### config.mk
export PLATFORM = sky130hd
export DESIGN_NAME = clfs_sequencer
export DESIGN_NICKNAME = d
export VERILOG_FILES = /design/src/verilog/clfs_pkg.sv /design/src/verilog/clfs_timer_if.sv /design/src/verilog/clfs_timer.sv /design/src/verilog/clfs_sequencer.sv
export VERILOG_INCLUDE_DIRS = /design/src /design/src/verilog
export SDC_FILE = /design/constraint.sdc
export NUM_CORES = 1
export LEC_CHECK = 0
export BUFFER_PORTS_ARGS = -buffer_cell sky130_fd_sc_hd__buf_2
export CAP_MARGIN = 15
export CORE_AREA = 10 10 139 141
export CTS_BUF_LIST = sky130_fd_sc_hd__clkbuf_16
export CTS_CLUSTER_DIAMETER = 40
export DETAILED_ROUTE_END_ITERATION = 7
export DIE_AREA = 0 0 149 151
export PLACE_DENSITY = 0.51
export SLEW_MARGIN = 10
export SYNTH_ARGS = -nofsm -noshare
export SYNTH_HDL_FRONTEND = slang
export SYNTH_SLANG_ARGS = --single-unit
export TNS_END_PERCENT = 1
### constraint.sdc
create_clock -name core_clk -period 2.05 [get_ports core_clk]
set_input_delay 0.205 -clock core_clk [delete_from_list [all_inputs] [get_ports core_clk]]
set_output_delay 0.205 -clock core_clk [all_outputs]
set_load 0.02 [all_outputs]
### src/verilog/clfs_params.svh
/*
 * Timing figures and selection codes for the current-limit fault sequencer.
 * Assumes a 100 MHz core clock; every count is derived from a time and the rate.
 */
`ifndef CLFS_PARAMS_SVH
`define CLFS_PARAMS_SVH

// Core clock rate in kHz
`define CLFS_CLK_KHZ 100000
// Startup blanking default, ms
`define CLFS_STARTUP_BLANK_MS 100
`define CLFS_STARTUP_BLANK_CYC (`CLFS_STARTUP_BLANK_MS * `CLFS_CLK_KHZ)
// Overcurrent blanking, ms (plain default)
`define CLFS_OC_BLANK_MS 10
`define CLFS_OC_BLANK_CYC (`CLFS_OC_BLANK_MS * `CLFS_CLK_KHZ)
// Retry delay, ms
`define CLFS_RETRY_MS 1000
`define CLFS_RETRY_CYC (`CLFS_RETRY_MS * `CLFS_CLK_KHZ)
// Fast-trip recovery delay, us
`define CLFS_FT_RECOVER_US 400
`define CLFS_FT_RECOVER_CYC (`CLFS_FT_RECOVER_US * `CLFS_CLK_KHZ / 1000)
// Reverse debounce, us (plain default)
`define CLFS_REV_DEB_US 100
`define CLFS_REV_DEB_CYC (`CLFS_REV_DEB_US * `CLFS_CLK_KHZ / 1000)
// Policy selection codes on the three-state pin decode
`define CLFS_SEL_LATCH 2'h1
`define CLFS_SEL_CONT 2'h0
`define CLFS_SEL_RETRY 2'h2

`endif

### src/verilog/clfs_pkg.sv
/*
 * Types for the current-limit fault sequencer.
 * Assumes clfs_params.svh supplies numeric constants.
 */
package clfs_pkg;
    // Current-limit policy
    typedef enum logic [1:0] {
        CLFS_CONT,
        CLFS_RETRY,
        CLFS_LATCH
    } clfs_policy_type;
    // Forward sequencer state
    typedef enum logic [2:0] {
        CLFS_OFF,
        CLFS_START,
        CLFS_RUN,
        CLFS_THERM,
        CLFS_RETRY_WAIT,
        CLFS_LATCHED
    } clfs_state_type;
endpackage

### src/verilog/clfs_timer_if.sv
/*
 * Interface carrying one interval timer's run request and expiry.
 * Assumes a single core clock shared by both ends.
 */
`timescale 1ns/1ps
interface clfs_timer_if;
    logic run;  // Count while high, clear when low
    logic done; // Interval reached
    modport ctl (output run, input done);
    modport tmr (input run, output done);
endinterface

### src/verilog/clfs_timer.sv
/*
 * Clocked interval counter: counts while run is high, clears when low.
 * Assumes synchronous run request from the sequencer.
 */
`timescale 1ns/1ps
module clfs_timer #(
    parameter int LEN = 4
) (
    // Clock and reset
    input wire logic core_clk,
    input wire logic nrst,
    // Timer channel
    clfs_timer_if.tmr t
);
    localparam int W = $clog2(LEN + 1);
    logic [W-1:0] cnt; // Elapsed cycles

    // Count up, cleared whenever the governing condition ends
    always_ff @(posedge core_clk or negedge nrst) begin
        if (!nrst) begin
            cnt <= '0;
        end else if (!t.run) begin
            cnt <= '0;
        end else if (cnt != W'(LEN)) begin
            cnt <= cnt + W'(1);
        end
    end

    // Saturates at the end so done stays up until run drops
    assign t.done = t.run && (cnt == W'(LEN));
endmodule

### src/verilog/clfs_sequencer.sv
/*
 * Current-limit fault sequencer top: policies, fast trip, slow reverse block.
 * Assumes comparator inputs are synchronous to core_clk and already filtered;
 * nrst follows power-on and enable, so toggling enable releases a latch.
 */
//
// Behaviour
// Continuous startup timeout: fault, keep output on
// Continuous thermal: fault, output off until cooled
// Continuous overcurrent past blank: fault, output on
// Retry startup overcurrent: output off, fault
// Retry delay after blank and cooling, restart
// Retry cycles repeat; clears when output reached
// Retry run overcurrent/thermal: off, fault, retry
// Latch startup overcurrent: output latched off
// Only enable or supply cycle clears latch
// Latch run overcurrent/thermal: latched off, fault
// Fast trip opens only the output switch
// Output back on after fixed recovery delay
// Reverse blocking only in blocking variant
// Debounced slow reverse opens input switch
// Three-state select chooses the policy
// Startup blanking behaves as continuous policy
// Intervals are clearing clocked counters
// Reverse cleared: input switch closes again
`timescale 1ns/1ps
`include "clfs_params.svh"
module clfs_sequencer import clfs_pkg::*; #(
    parameter int STARTUP_BLANK_CYC = `CLFS_STARTUP_BLANK_CYC,
    parameter int OC_BLANK_CYC = `CLFS_OC_BLANK_CYC,
    parameter int RETRY_CYC = `CLFS_RETRY_CYC,
    parameter int FT_RECOVER_CYC = `CLFS_FT_RECOVER_CYC,
    parameter int REV_DEB_CYC = `CLFS_REV_DEB_CYC,
    parameter bit REVERSE_BLOCKING = 1'b1
) (
    // Clock and reset (reset also from enable)
    input wire logic core_clk,
    input wire logic nrst,
    // Policy selection decode of the three-state pin
    input wire logic [1:0] limit_policy_select,
    // Comparator results
    input wire logic overcurrent,
    input wire logic fast_trip,
    input wire logic thermal_trip,
    input wire logic thermal_cooled,
    input wire logic output_good,
    input wire logic slow_reverse,
    // Switch controls
    output logic input_switch,
    output logic output_switch,
    // Open-drain fault pins: enable high pulls the pin low
    output logic forward_fault_n_oe,
    output logic reverse_fault_n_oe
);
    clfs_state_type state;        // Forward sequencer state
    clfs_policy_type policy;      // Decoded policy
    logic in_thermal;             // Thermal shutdown held until cooled
    logic ft_active;              // Fast-trip recovery in progress
    logic rev_blocked;            // Input switch opened by reverse
    logic fwd_fault;              // Forward fault level
    logic next_output_switch;     // Combined output switch demand

    // One channel per interval; each timer only counts, the sequencer decides
    clfs_timer_if st_if (); // Startup blanking
    clfs_timer_if oc_if (); // Overcurrent blanking in normal run
    clfs_timer_if rt_if (); // Retry delay
    clfs_timer_if ft_if (); // Fast-trip recovery
    clfs_timer_if rv_if (); // Slow reverse debounce

    // Startup blanking; the longest count but one, millions of cycles
    clfs_timer #(
        .LEN(STARTUP_BLANK_CYC)
    ) u_start (
        .core_clk(core_clk),
        .nrst(nrst),
        .t(st_if)
    );

    // Overcurrent blanking in normal operation
    clfs_timer #(
        .LEN(OC_BLANK_CYC)
    ) u_blank (
        .core_clk(core_clk),
        .nrst(nrst),
        .t(oc_if)
    );

    // Retry delay; widest counter in the block
    clfs_timer #(
        .LEN(RETRY_CYC)
    ) u_retry (
        .core_clk(core_clk),
        .nrst(nrst),
        .t(rt_if)
    );

    // Fast-trip recovery delay
    clfs_timer #(
        .LEN(FT_RECOVER_CYC)
    ) u_ftrec (
        .core_clk(core_clk),
        .nrst(nrst),
        .t(ft_if)
    );

    // Slow reverse debounce
    clfs_timer #(
        .LEN(REV_DEB_CYC)
    ) u_revdb (
        .core_clk(core_clk),
        .nrst(nrst),
        .t(rv_if)
    );

    // Policy decode; unknown code falls back to continuous as the mildest
    // The pin decode is taken as static; a change acts at the next decision
    always_comb begin
        unique case (limit_policy_select)
            `CLFS_SEL_LATCH: policy = CLFS_LATCH;
            `CLFS_SEL_RETRY: policy = CLFS_RETRY;
            default: policy = CLFS_CONT;
        endcase
    end

    // Timer run requests; each ends, and clears, with its condition.
    // Done is formed from run inside the timer, so no request may read
    // its own done: that would close a combinational loop.
    // Startup blanking runs until the output is good or the state moves on
    assign st_if.run = (state == CLFS_START) && !output_good;
    // Overcurrent blanking; a short overcurrent clears the count
    assign oc_if.run = (state == CLFS_RUN) && overcurrent;
    // Retry delay holds at zero while thermal shutdown lasts
    assign rt_if.run = (state == CLFS_RETRY_WAIT) && !in_thermal;
    // Recovery counts from the end of the trip, so a new trip restarts it
    assign ft_if.run = ft_active && !fast_trip;
    // Debounce; stops once the input switch has been opened
    assign rv_if.run = REVERSE_BLOCKING && slow_reverse && !rev_blocked;

    // Thermal shutdown holds until cooling by the hysteresis is seen
    // A fresh trip outranks a cooled report seen in the same cycle
    always_ff @(posedge core_clk or negedge nrst) begin
        if (!nrst) begin
            in_thermal <= 1'b0;
        end else if (thermal_trip) begin
            in_thermal <= 1'b1;
        end else if (thermal_cooled) begin
            in_thermal <= 1'b0;
        end
    end

    // Forward sequencer
    // Reset lands in startup: enable high means a fresh blanking interval
    // Latched is left only through nrst, which also carries the enable
    always_ff @(posedge core_clk or negedge nrst) begin
        if (!nrst) begin
            state <= CLFS_START;
        end else begin
            unique case (state)
                CLFS_START: begin
                    // Blanking acts as continuous policy until it ends
                    if (output_good) begin
                        state <= CLFS_RUN;
                    end else if (thermal_trip) begin
                        state <= CLFS_THERM;
                    end else if (st_if.done) begin
                        // Blanking expired: the policy decides from here
                        if (policy == CLFS_CONT) begin
                            state <= CLFS_RUN;
                        end else if (policy == CLFS_RETRY) begin
                            state <= overcurrent ? CLFS_RETRY_WAIT : CLFS_RUN;
                        end else begin
                            state <= overcurrent ? CLFS_LATCHED : CLFS_RUN;
                        end
                    end
                end
                CLFS_RUN: begin
                    // Thermal has no blanking; overcurrent must last the interval
                    if (thermal_trip || oc_if.done) begin
                        unique case (policy)
                            CLFS_RETRY: state <= CLFS_RETRY_WAIT;
                            CLFS_LATCH: state <= CLFS_LATCHED;
                            default: state <= thermal_trip ? CLFS_THERM : CLFS_RUN;
                        endcase
                    end
                end
                CLFS_THERM: begin
                    // Continuous thermal off period, reached also from startup
                    if (!in_thermal && !thermal_trip) begin
                        state <= CLFS_RUN;
                    end
                end
                CLFS_RETRY_WAIT: begin
                    // Switch stays open for the whole delay
                    if (rt_if.done) begin
                        state <= CLFS_START;
                    end
                end
                CLFS_LATCHED: begin
                    // Only reset leaves; every input is ignored here
                    state <= CLFS_LATCHED;
                end
                default: state <= CLFS_START;
            endcase
        end
    end

    // Forward fault level: set by timeouts and thermal trips, not by fast trip, cleared on output good.
    // Every set source outranks the clear, so a fault raised in the same
    // cycle as output good is never lost; retry and latch hold it up.
    always_ff @(posedge core_clk or negedge nrst) begin
        if (!nrst) begin
            fwd_fault <= 1'b0;
        end else if (thermal_trip || in_thermal) begin
            fwd_fault <= 1'b1;
        end else if ((state == CLFS_START) && st_if.done) begin
            fwd_fault <= 1'b1;
        end else if (oc_if.done) begin
            fwd_fault <= 1'b1;
        end else if (state == CLFS_LATCHED || state == CLFS_RETRY_WAIT) begin
            fwd_fault <= 1'b1;
        end else if (output_good && !overcurrent) begin
            fwd_fault <= 1'b0;
        end
    end

    // Fast-trip recovery; a new trip while recovering restarts the delay
    // Output drops on the trip level itself, so the off path is one flop,
    // one core cycle, well inside the allowed microsecond
    always_ff @(posedge core_clk or negedge nrst) begin
        if (!nrst) begin
            ft_active <= 1'b0;
        end else if (fast_trip) begin
            ft_active <= 1'b1;
        end else if (ft_if.done) begin
            ft_active <= 1'b0;
        end
    end

    // Slow reverse: set wins over release in the same cycle
    // Without blocking the debounce never runs and the flag stays clear
    always_ff @(posedge core_clk or negedge nrst) begin
        if (!nrst) begin
            rev_blocked <= 1'b0;
        end else if (rv_if.done) begin
            rev_blocked <= 1'b1;
        end else if (!slow_reverse || !REVERSE_BLOCKING) begin
            rev_blocked <= 1'b0;
        end
    end

    // Output switch demand from sequencer, thermal and fast trip
    // Any one off request wins; on is the default when nothing objects
    always_comb begin
        next_output_switch = 1'b1;
        if (state == CLFS_LATCHED || state == CLFS_RETRY_WAIT || state == CLFS_THERM) begin
            next_output_switch = 1'b0;
        end
        if (in_thermal || thermal_trip) begin
            next_output_switch = 1'b0;
        end
        if (fast_trip || ft_active) begin
            next_output_switch = 1'b0;
        end
    end

    // Output switch register; top outputs come straight from flops
    always_ff @(posedge core_clk or negedge nrst) begin
        if (!nrst) begin
            output_switch <= 1'b0; // Off during reset
        end else begin
            output_switch <= next_output_switch;
        end
    end

    // Input switch register; the debounce done opens it a cycle early
    always_ff @(posedge core_clk or negedge nrst) begin
        if (!nrst) begin
            input_switch <= 1'b0; // Off during reset
        end else begin
            input_switch <= !(rev_blocked || rv_if.done);
        end
    end

    // Forward fault pin enable; high pulls the open-drain pin low
    always_ff @(posedge core_clk or negedge nrst) begin
        if (!nrst) begin
            forward_fault_n_oe <= 1'b0; // Released during reset
        end else begin
            forward_fault_n_oe <= fwd_fault;
        end
    end

    // Reverse fault pin enable, in step with the input switch
    always_ff @(posedge core_clk or negedge nrst) begin
        if (!nrst) begin
            reverse_fault_n_oe <= 1'b0; // Released during reset
        end else begin
            reverse_fault_n_oe <= rev_blocked || rv_if.done;
        end
    end
endmodule

==> results by group, run 1 <==
Timing
  • RSZ-0062 raised after global routing: true
  • Endpoints failing hold: 0
  • Fmax: 465 MHz
  • Fin crit period: ~2.2 ns
  • Min Hold Slack: approximately 0.049 ns
  • Max Slew Vio Count: 0
  • Final setup violating endpoints: 1
  • Worst setup margin: -0.100 ns
  • Slew HR: approximately three fifths
  • Period utilization: 105%
  • Worst slew pin tran: approximately 0.63 ns
  • Clk_skew: around 0.011 ns

Finish
  • Share of layout cells above drive strength 1: between 10 and 15%
  • Diodes inserted: 0
  • Multi-input logic area: 2780 um^2
  • Post-layout util: between 40% and 50%
  • Register area: 2800 um^2
  • Fillers: ~1600
  • Most common cell after layout, fill and taps aside: dfrtp_1
  • Final Non-Filler Cells: slightly below 900
  • Layout area overhead: 15.4%
  • Fin nets: about 660
  • Commonest cells after routing, fill and taps aside: dfrtp_1 (111), nor2_1 (109), xnor2_1 (46), nand3_1 (43), xor2_1 (36)

Drt
  • WL/cell: ~13 um
  • Residual DRC: 0
  • Vias per inst: between 4 and 5
  • Vias: between 4000 and 5000
  • Initial DRC count: 208
  • Detail Route Antenna Nets: 0
  • Final wirelength: between 10000 and 15000 um
  • Drt first pass iters: 5

CTS
  • Root buffer cell: clkbuf_16
  • Clock Sinks: 112
  • CTS Buf Count: 9
  • Maximum clock path buffer count: 2
  • Post-CTS Setup Bufs: 0
  • Clock transition at path regs: ~0.070 ns
  • CTS tree: yes
  • Clk_lat worst skew: roughly 0.35 ns
  • Htree depth: 3

Worst setup path
  • Max incr delay on CP: about 0.47 ns
  • CP Launch Type: flop
  • CP Data Arrival Time: 2.40 ns
  • Crit Path Class: reg -> reg
  • Worst Setup End Kind: flop
  • R2R Setup Slk: -0.10 ns
  • Critical path required time: between 2 and 2.5 ns
  • CP max-delay cell: or4bb_1
  • Worst path cell trace: inv_2 > ha_1 > or4bb_1 > or3_4 > o311ai_4 > nand2b_1 > o311ai_1
  • Crit-path max FO: 3

Power and ir drop
  • Pwr Total: 4.74 mW
  • LEAKAGE: roughly 2.6 nW
  • PwrDens: a little over 700 nW/um^2
  • IR drop worst, VDD: approximately 0.00054 V

Yosys
  • Top FF cell, synth: dfrtp_1
  • Synth Warn #: 0
  • Distinct cell type count of the synthesized netlist: 48
  • Synthesized cell area: around 5700 um^2
  • Synth Instances: ~600
  • Post-synthesis sequential area ratio: between 40% and 50%
  • Mapped Nets: ~630
  • Synthesized area per cell: ~9.5 um^2
  • Post-synth EDFFs: 0
  • Asr flop ratio synth: 100%
  • #FFs+latches synth: 112

GRT
  • Largest net degree at the start of global routing: 46
  • Initial antenna violation count: 0
  • Wire length of the first global-routing pass: 20500 um
  • Grt total ovfl: 0
  • Vias in the first global route: 4316
  • All-Layer GR Usage: between 10% and 20%

Hold path
  • Worst Hold Class: in -> reg

Place
  • Placer Congestion: approximately 0.77
  • Placed Cells: 850
  • PortBufs: 13
  • Detail Placement HPWL: roughly 8000 um

Run status
  • Failing checks: negative setup slack
  • Status: complete, but fails checks

Die
  • Ports: 14
  • Die area: about 22000 um^2
  • Die Wd: about 150 um
  • Num rows: 47
  • Core region area: between 15000 and 20000 um^2
  • Starting Density: a little over a third
  • Die Y: roughly 150 um

Run
  • Maxcap violations: 0
## cells in the mapped netlist, drive strengths merged (15+ instances only)
master,instances,area [um^2]
a21oi,17,85.1
or3,16,105
nand4,20,125
nand2,33,124
inv,33,124
nor4,15,100
nor3,15,80.1
nand3,43,215
xnor2,47,412
xor2,36,315
nor2,109,409
dfrtp,111,2780
## metal layers
metal	share of wire, %	up-vias	global-route usage [%]	routed length, um
met1	49	2091	13.8	5600
li1	-	2132	-	-
met4	1.3	0	3.24	150
met5	0	-	0	0
met3	2.2	9	2.80	255
met2	48	30	18.1	5510
## kinds of logic (layout without fill, tap and decap cells)
| logic type | Yosys count | in the layout | synth area share [%] |
|---|---|---|---|
| and+or+nand+nor | 306 | 306 | 27.4 |
| adders and majority gates | 12 | 12 | 2.63 |
| xor gates and xnor gates | 83 | 83 | 12.7 |
| buffers and inverters | 44 | 88 | 2.89 |
| muxes | 5 | 5 | 0.876 |
| DFF | 112 | 112 | 49.1 |
| AOI/OAI and AO/OA | 41 | 41 | 4.40 |
## cell type report
class | instances | area share (%)
Tap cell | 220 | 4.17
Clock inverter | 7 | 1.40
Inverter | 33 | 1.88
Clock buffer | 9 | 3.41
Timing Repair Buffer | 39 | 4.40
Sequential cell | 112 | 42.5
Multi-Input combinational cell | 447 | 42.2
## worst max-delay path, delay by kind of cell (launching register included)
kind / cells / cell delay [ns]
AND/OR/NAND/NOR: 3 / 0.99
AO/OA/AOI/OAI: 2 / 0.48
flip-flops: 1 / 0.39
adder cells (fa/ha/maj): 1 / 0.12
buffers and inverters: 1 / 0.06
## report_power, final
group	switching (mW)	internal [mW]	total, mW
Combinational	0.299	0.203	0.502
Sequential	0.0632	2.27	2.33
Clock	0.829	1.07	1.90
Total	1.19	3.54	4.74
## timing repair
| item | CTS | global route |
|---|---|---|
| endpoints found under the setup margin | 5 | 19 |
| hold buffers | 1 | 0 |
| endpoints found under the hold margin | 42 | 0 |
| pin swaps | 1 | 5 |
| gates cloned | 0 | 0 |
| resized for setup | 3 | 5 |
## flip-flops by register name, summed over array words and instances (netlist names), 3 cells and up
signal / flops
state: 3
u_start.cnt: 24
u_revdb.cnt: 14
u_retry.cnt: 27
u_blank.cnt: 20
u_ftrec.cnt: 16
## through the flow
stage	area (um^2)	setup TNS, ns	worst slack, ns
floorplan	5720	-0.0287	-0.0287
global placement	6230	-0.00271	-0.00271
detailed placement	6230	-0.176	-0.101
CTS	6570	-0.123	-0.0976
global route	6600	-0.635	-0.226
finish	6600	-0.100	-0.100
## path summary, 6_finish.rpt
| check | startpoint | end | depth (start not counted) |
|---|---|---|---|
| max | u_blank.cnt[1] | state[1] | 7 |
| min | thermal_cooled | in_thermal | 2 |
| max reg2reg | u_blank.cnt[1] | state[1] | 7 |
| min reg2reg | fwd_fault | forward_fault_n_oe | 0 |
| max in group asynchronous | nrst | u_revdb.cnt[10] | 3 |
| min in group asynchronous | nrst | u_retry.cnt[15] | 2 |
No activity file was read; power rests on OpenSTA's default activity.
==> run 2, diff against run 1 <==
--- a/config.mk
+++ b/config.mk
@@ -14,6 +14,7 @@
 export DETAILED_ROUTE_END_ITERATION = 7
 export DIE_AREA = 0 0 149 151
 export PLACE_DENSITY = 0.51
+export REMOVE_ABC_BUFFERS = 1
 export SLEW_MARGIN = 10
 export SYNTH_ARGS = -nofsm -noshare
 export SYNTH_HDL_FRONTEND = slang
==> run 2 against run 1 <==
  * The run still ends with negative setup slack left
  * Via count decreased by 1.5%
  * Critical path type unchanged
  * Fmax is 4.8% higher
  * Highest routed layer unchanged
  * Setup slack better by 0.099 ns
  * Design area rose by 0.32%
  * Critical path depth unchanged
  * Sequential power barely moved
  * Largest cell class unchanged
  * Sequential share of layout area decreased by 0.14 points
  * Total power increased by 2.0%
==> results by group, run 2 (same netlist as run 1, synthesis figures left out) <==
Finish
  • Diodes inserted: 0 (unchanged)
  • Top reg by flops: u_retry.cnt (unchanged)
  • Fin nets: 666 (was 664)
  • Commonest cells after routing, fill and taps aside: dfrtp_1 (111), nor2_1 (109), xnor2_1 (46), nand3_1 (43), xor2_1 (36) (unchanged)
  • Max reg flops: 27 (unchanged)
  • Fillers: 1662 (was 1629)
  • Share of layout cells above drive strength 1: 11.4% (was 11.1%)
  • Top Registers: u_retry.cnt x27, u_start.cnt x24, u_blank.cnt x20 (unchanged)
  • Most common cell after layout, fill and taps aside: dfrtp_1 (unchanged)
  • Layout area overhead: 15.8% (was 15.4%)

Power and ir drop
  • Pwr Total: 4.83 mW (was 4.74 mW)
  • LEAKAGE: 2.61 nW (was 2.59 nW)
  • IR drop worst, VDD: 0.000418 V (was 0.000539 V)
  • PwrDens: 730 nW/um^2 (was 718 nW/um^2)

Timing
  • Fin crit period: 2.05 ns (was 2.15 ns)
  • RSZ-0062 raised after global routing: true (unchanged)
  • Slew HR: 64.0% (was 58.2%)
  • Clk_skew: 0.0110 ns (was 0.0105 ns)
  • Worst slew pin tran: 0.540 ns (was 0.628 ns)
  • Min Hold Slack: 0.0697 ns (was 0.0495 ns)
  • Max Slew Vio Count: 0 (unchanged)
  • Fmax: 488 MHz (was 465 MHz)
  • Final setup violating endpoints: 1 (unchanged)
  • Endpoints failing hold: 0 (unchanged)
  • Worst setup margin: -0.00110 ns (was -0.100 ns)
  • Period utilization: 100% (was 105%)

Drt
  • Final wirelength: 11400 um (was 11500 um)
  • Initial DRC count: 222 (was 208)
  • Vias per inst: 4.83 (was 4.92)
  • Detail Route Antenna Nets: 0 (unchanged)
  • Vias: 4196 (was 4262)
  • WL/cell: 13.1 um (was 13.3 um)
  • Drt first pass iters: 4 (was 5)
  • Residual DRC: 0 (unchanged)

Place
  • PortBufs: 13 (unchanged)
  • Placer Congestion: 0.809 (was 0.770)
  • Detail Placement HPWL: 8160 um (was 8150 um)

Worst setup path
  • R2R Setup Slk: -0.001 ns (was -0.10 ns)
  • Max incr delay on CP: 0.41 ns (was 0.47 ns)
  • Crit Path Class: reg -> reg (unchanged)
  • Crit Reg-Reg Startpoint: u_blank.cnt[1] (unchanged)
  • Worst Setup End Kind: flop (unchanged)
  • CP Data Arrival Time: 2.31 ns (was 2.40 ns)
  • Worst path cell trace: inv_2 > ha_1 > or4bb_1 > or3_4 > o311ai_4 > nand2b_1 > o311ai_1 (unchanged)
  • Worst reg2reg endpoint: state[1] (unchanged)
  • Worst Setup SP: u_blank.cnt[1] (unchanged)
  • Critical path buffer and inverter count: 1 (unchanged)
  • CP max-delay cell: or3_4 (was or4bb_1)
  • Critical path required time: 2.31 ns (was 2.30 ns)
  • CP Launch Type: flop (unchanged)
  • CP delay by family, top: simple AND/OR/NAND/NOR gates (unchanged)
  • Crit-path max FO: 3 (unchanged)
  • R2r worst-path depth: 7 (unchanged)

Die
  • Die Y: 151 um (unchanged)
  • Ports: 14 (unchanged)
  • Die area: 22500 um^2 (unchanged)
  • Die Wd: 149 um (unchanged)
  • Core region area: 16500 um^2 (unchanged)
  • Num rows: 47 (unchanged)
  • Starting Density: 34.7% (unchanged)

Hold path
  • WHS Endpoint: in_thermal (unchanged)
  • Worst Hold Depth: 2 (unchanged)
  • Source of the worst hold timing path: thermal_cooled (unchanged)
  • Worst Hold Class: in -> reg (unchanged)

Run status
  • Failing checks: negative setup slack (unchanged)
  • Status: complete, but fails checks (unchanged)

Run
  • Maxcap violations: 0 (unchanged)

GRT
  • GR Layer Usage met3: 2.60% (was 2.80%)
  • Initial antenna violation count: 0 (unchanged)
  • M1 GR Usage: 13.0% (was 13.8%)
  • Grt total ovfl: 0 (unchanged)
  • Wire length of the first global-routing pass: 20100 um (was 20500 um)
  • M2 GR Usage: 18.3% (was 18.1%)
  • Vias in the first global route: 4360 (was 4316)
  • GRT busiest layer: met2 (unchanged)
  • All-Layer GR Usage: 10.8% (was 10.9%)
  • Largest net degree at the start of global routing: 43 (was 46)

CTS
  • Maximum clock path buffer count: 2 (unchanged)
  • Clock Sinks: 112 (unchanged)
  • CTS tree: yes (unchanged)
  • Htree depth: 3 (unchanged)
  • Root buffer cell: clkbuf_16 (unchanged)
  • Clock transition at path regs: 0.08 ns (was 0.07 ns)
  • Clk_lat worst skew: 0.35 ns (about the same)
  • CTS Buf Count: 9 (unchanged)
[run 2: cell count changes in the layout (fill, tap and decap cells not counted), sizes merged]
cell      delta
buf          +2
bufinv       +1
clkinvlp     -1
[run 2: area by class of cell]
cell class / instances / area (um^2) / area share (%)
Clock inverter: 7 / 111 / 1.68
Clock buffer: 9 / 225 / 3.40
Timing Repair Buffer: 41 / 305 / 4.61
Sequential cell: 112 / 2800 / 42.4
Inverter: 33 / 124 / 1.87
Multi-Input combinational cell: 447 / 2770 / 41.9
Tap cell: 220 / 275 / 4.16
[run 2: power breakdown]
group,switching (mW),internal (mW)
Clock,0.802,1.19
Sequential,0.0626,2.27
Combinational,0.303,0.202
Total,1.17,3.66
[run 2: how the worst max path moves through the flow]
stage,to,slack [ns],cells past startpoint
6_report,state[1],-0.001,7
5_1_grt,state[1],-0.09,7
3_5_place_dp,state[1],-0.19,7
2_1_floorplan,state[2],-0.16,4
4_1_cts,state[1],-0.04,7
3_3_place_gp,state[1],-0.11,7
[run 2: what timing repair did]
action                                  in CTS  in global routing
gates resized for setup                      1                  7
gates cloned                                 0                  0
endpoints found under the hold margin       35                  0
endpoints found under the setup margin       7                 14
hold buffers                                 1                  0
buffers inserted                             1                  0
pin swaps                                    4                  1
[run 2: metal layers]
layer	share of wire, %	wire length, um
met4	1.6	177
met5	0	0
met1	48	5420
met3	2.3	264
met2	48	5510
[run 2: stage by stage]
step | util [%] | TNS (ns) | cell area (um^2) | cells | setup slack, ns
after detailed placement | 37.9 | -0.649 | 6230 | 851 | -0.192
final | 40.2 | -0.00110 | 6620 | 869 | -0.00110
after floorplan | - | -0.368 | 5670 | 592 | -0.165
after global routing | 40.2 | -0.236 | 6620 | 869 | -0.0870
after CTS | 40.0 | -0.0385 | 6590 | 869 | -0.0385
after global placement | 37.9 | -0.212 | 6230 | 851 | -0.110
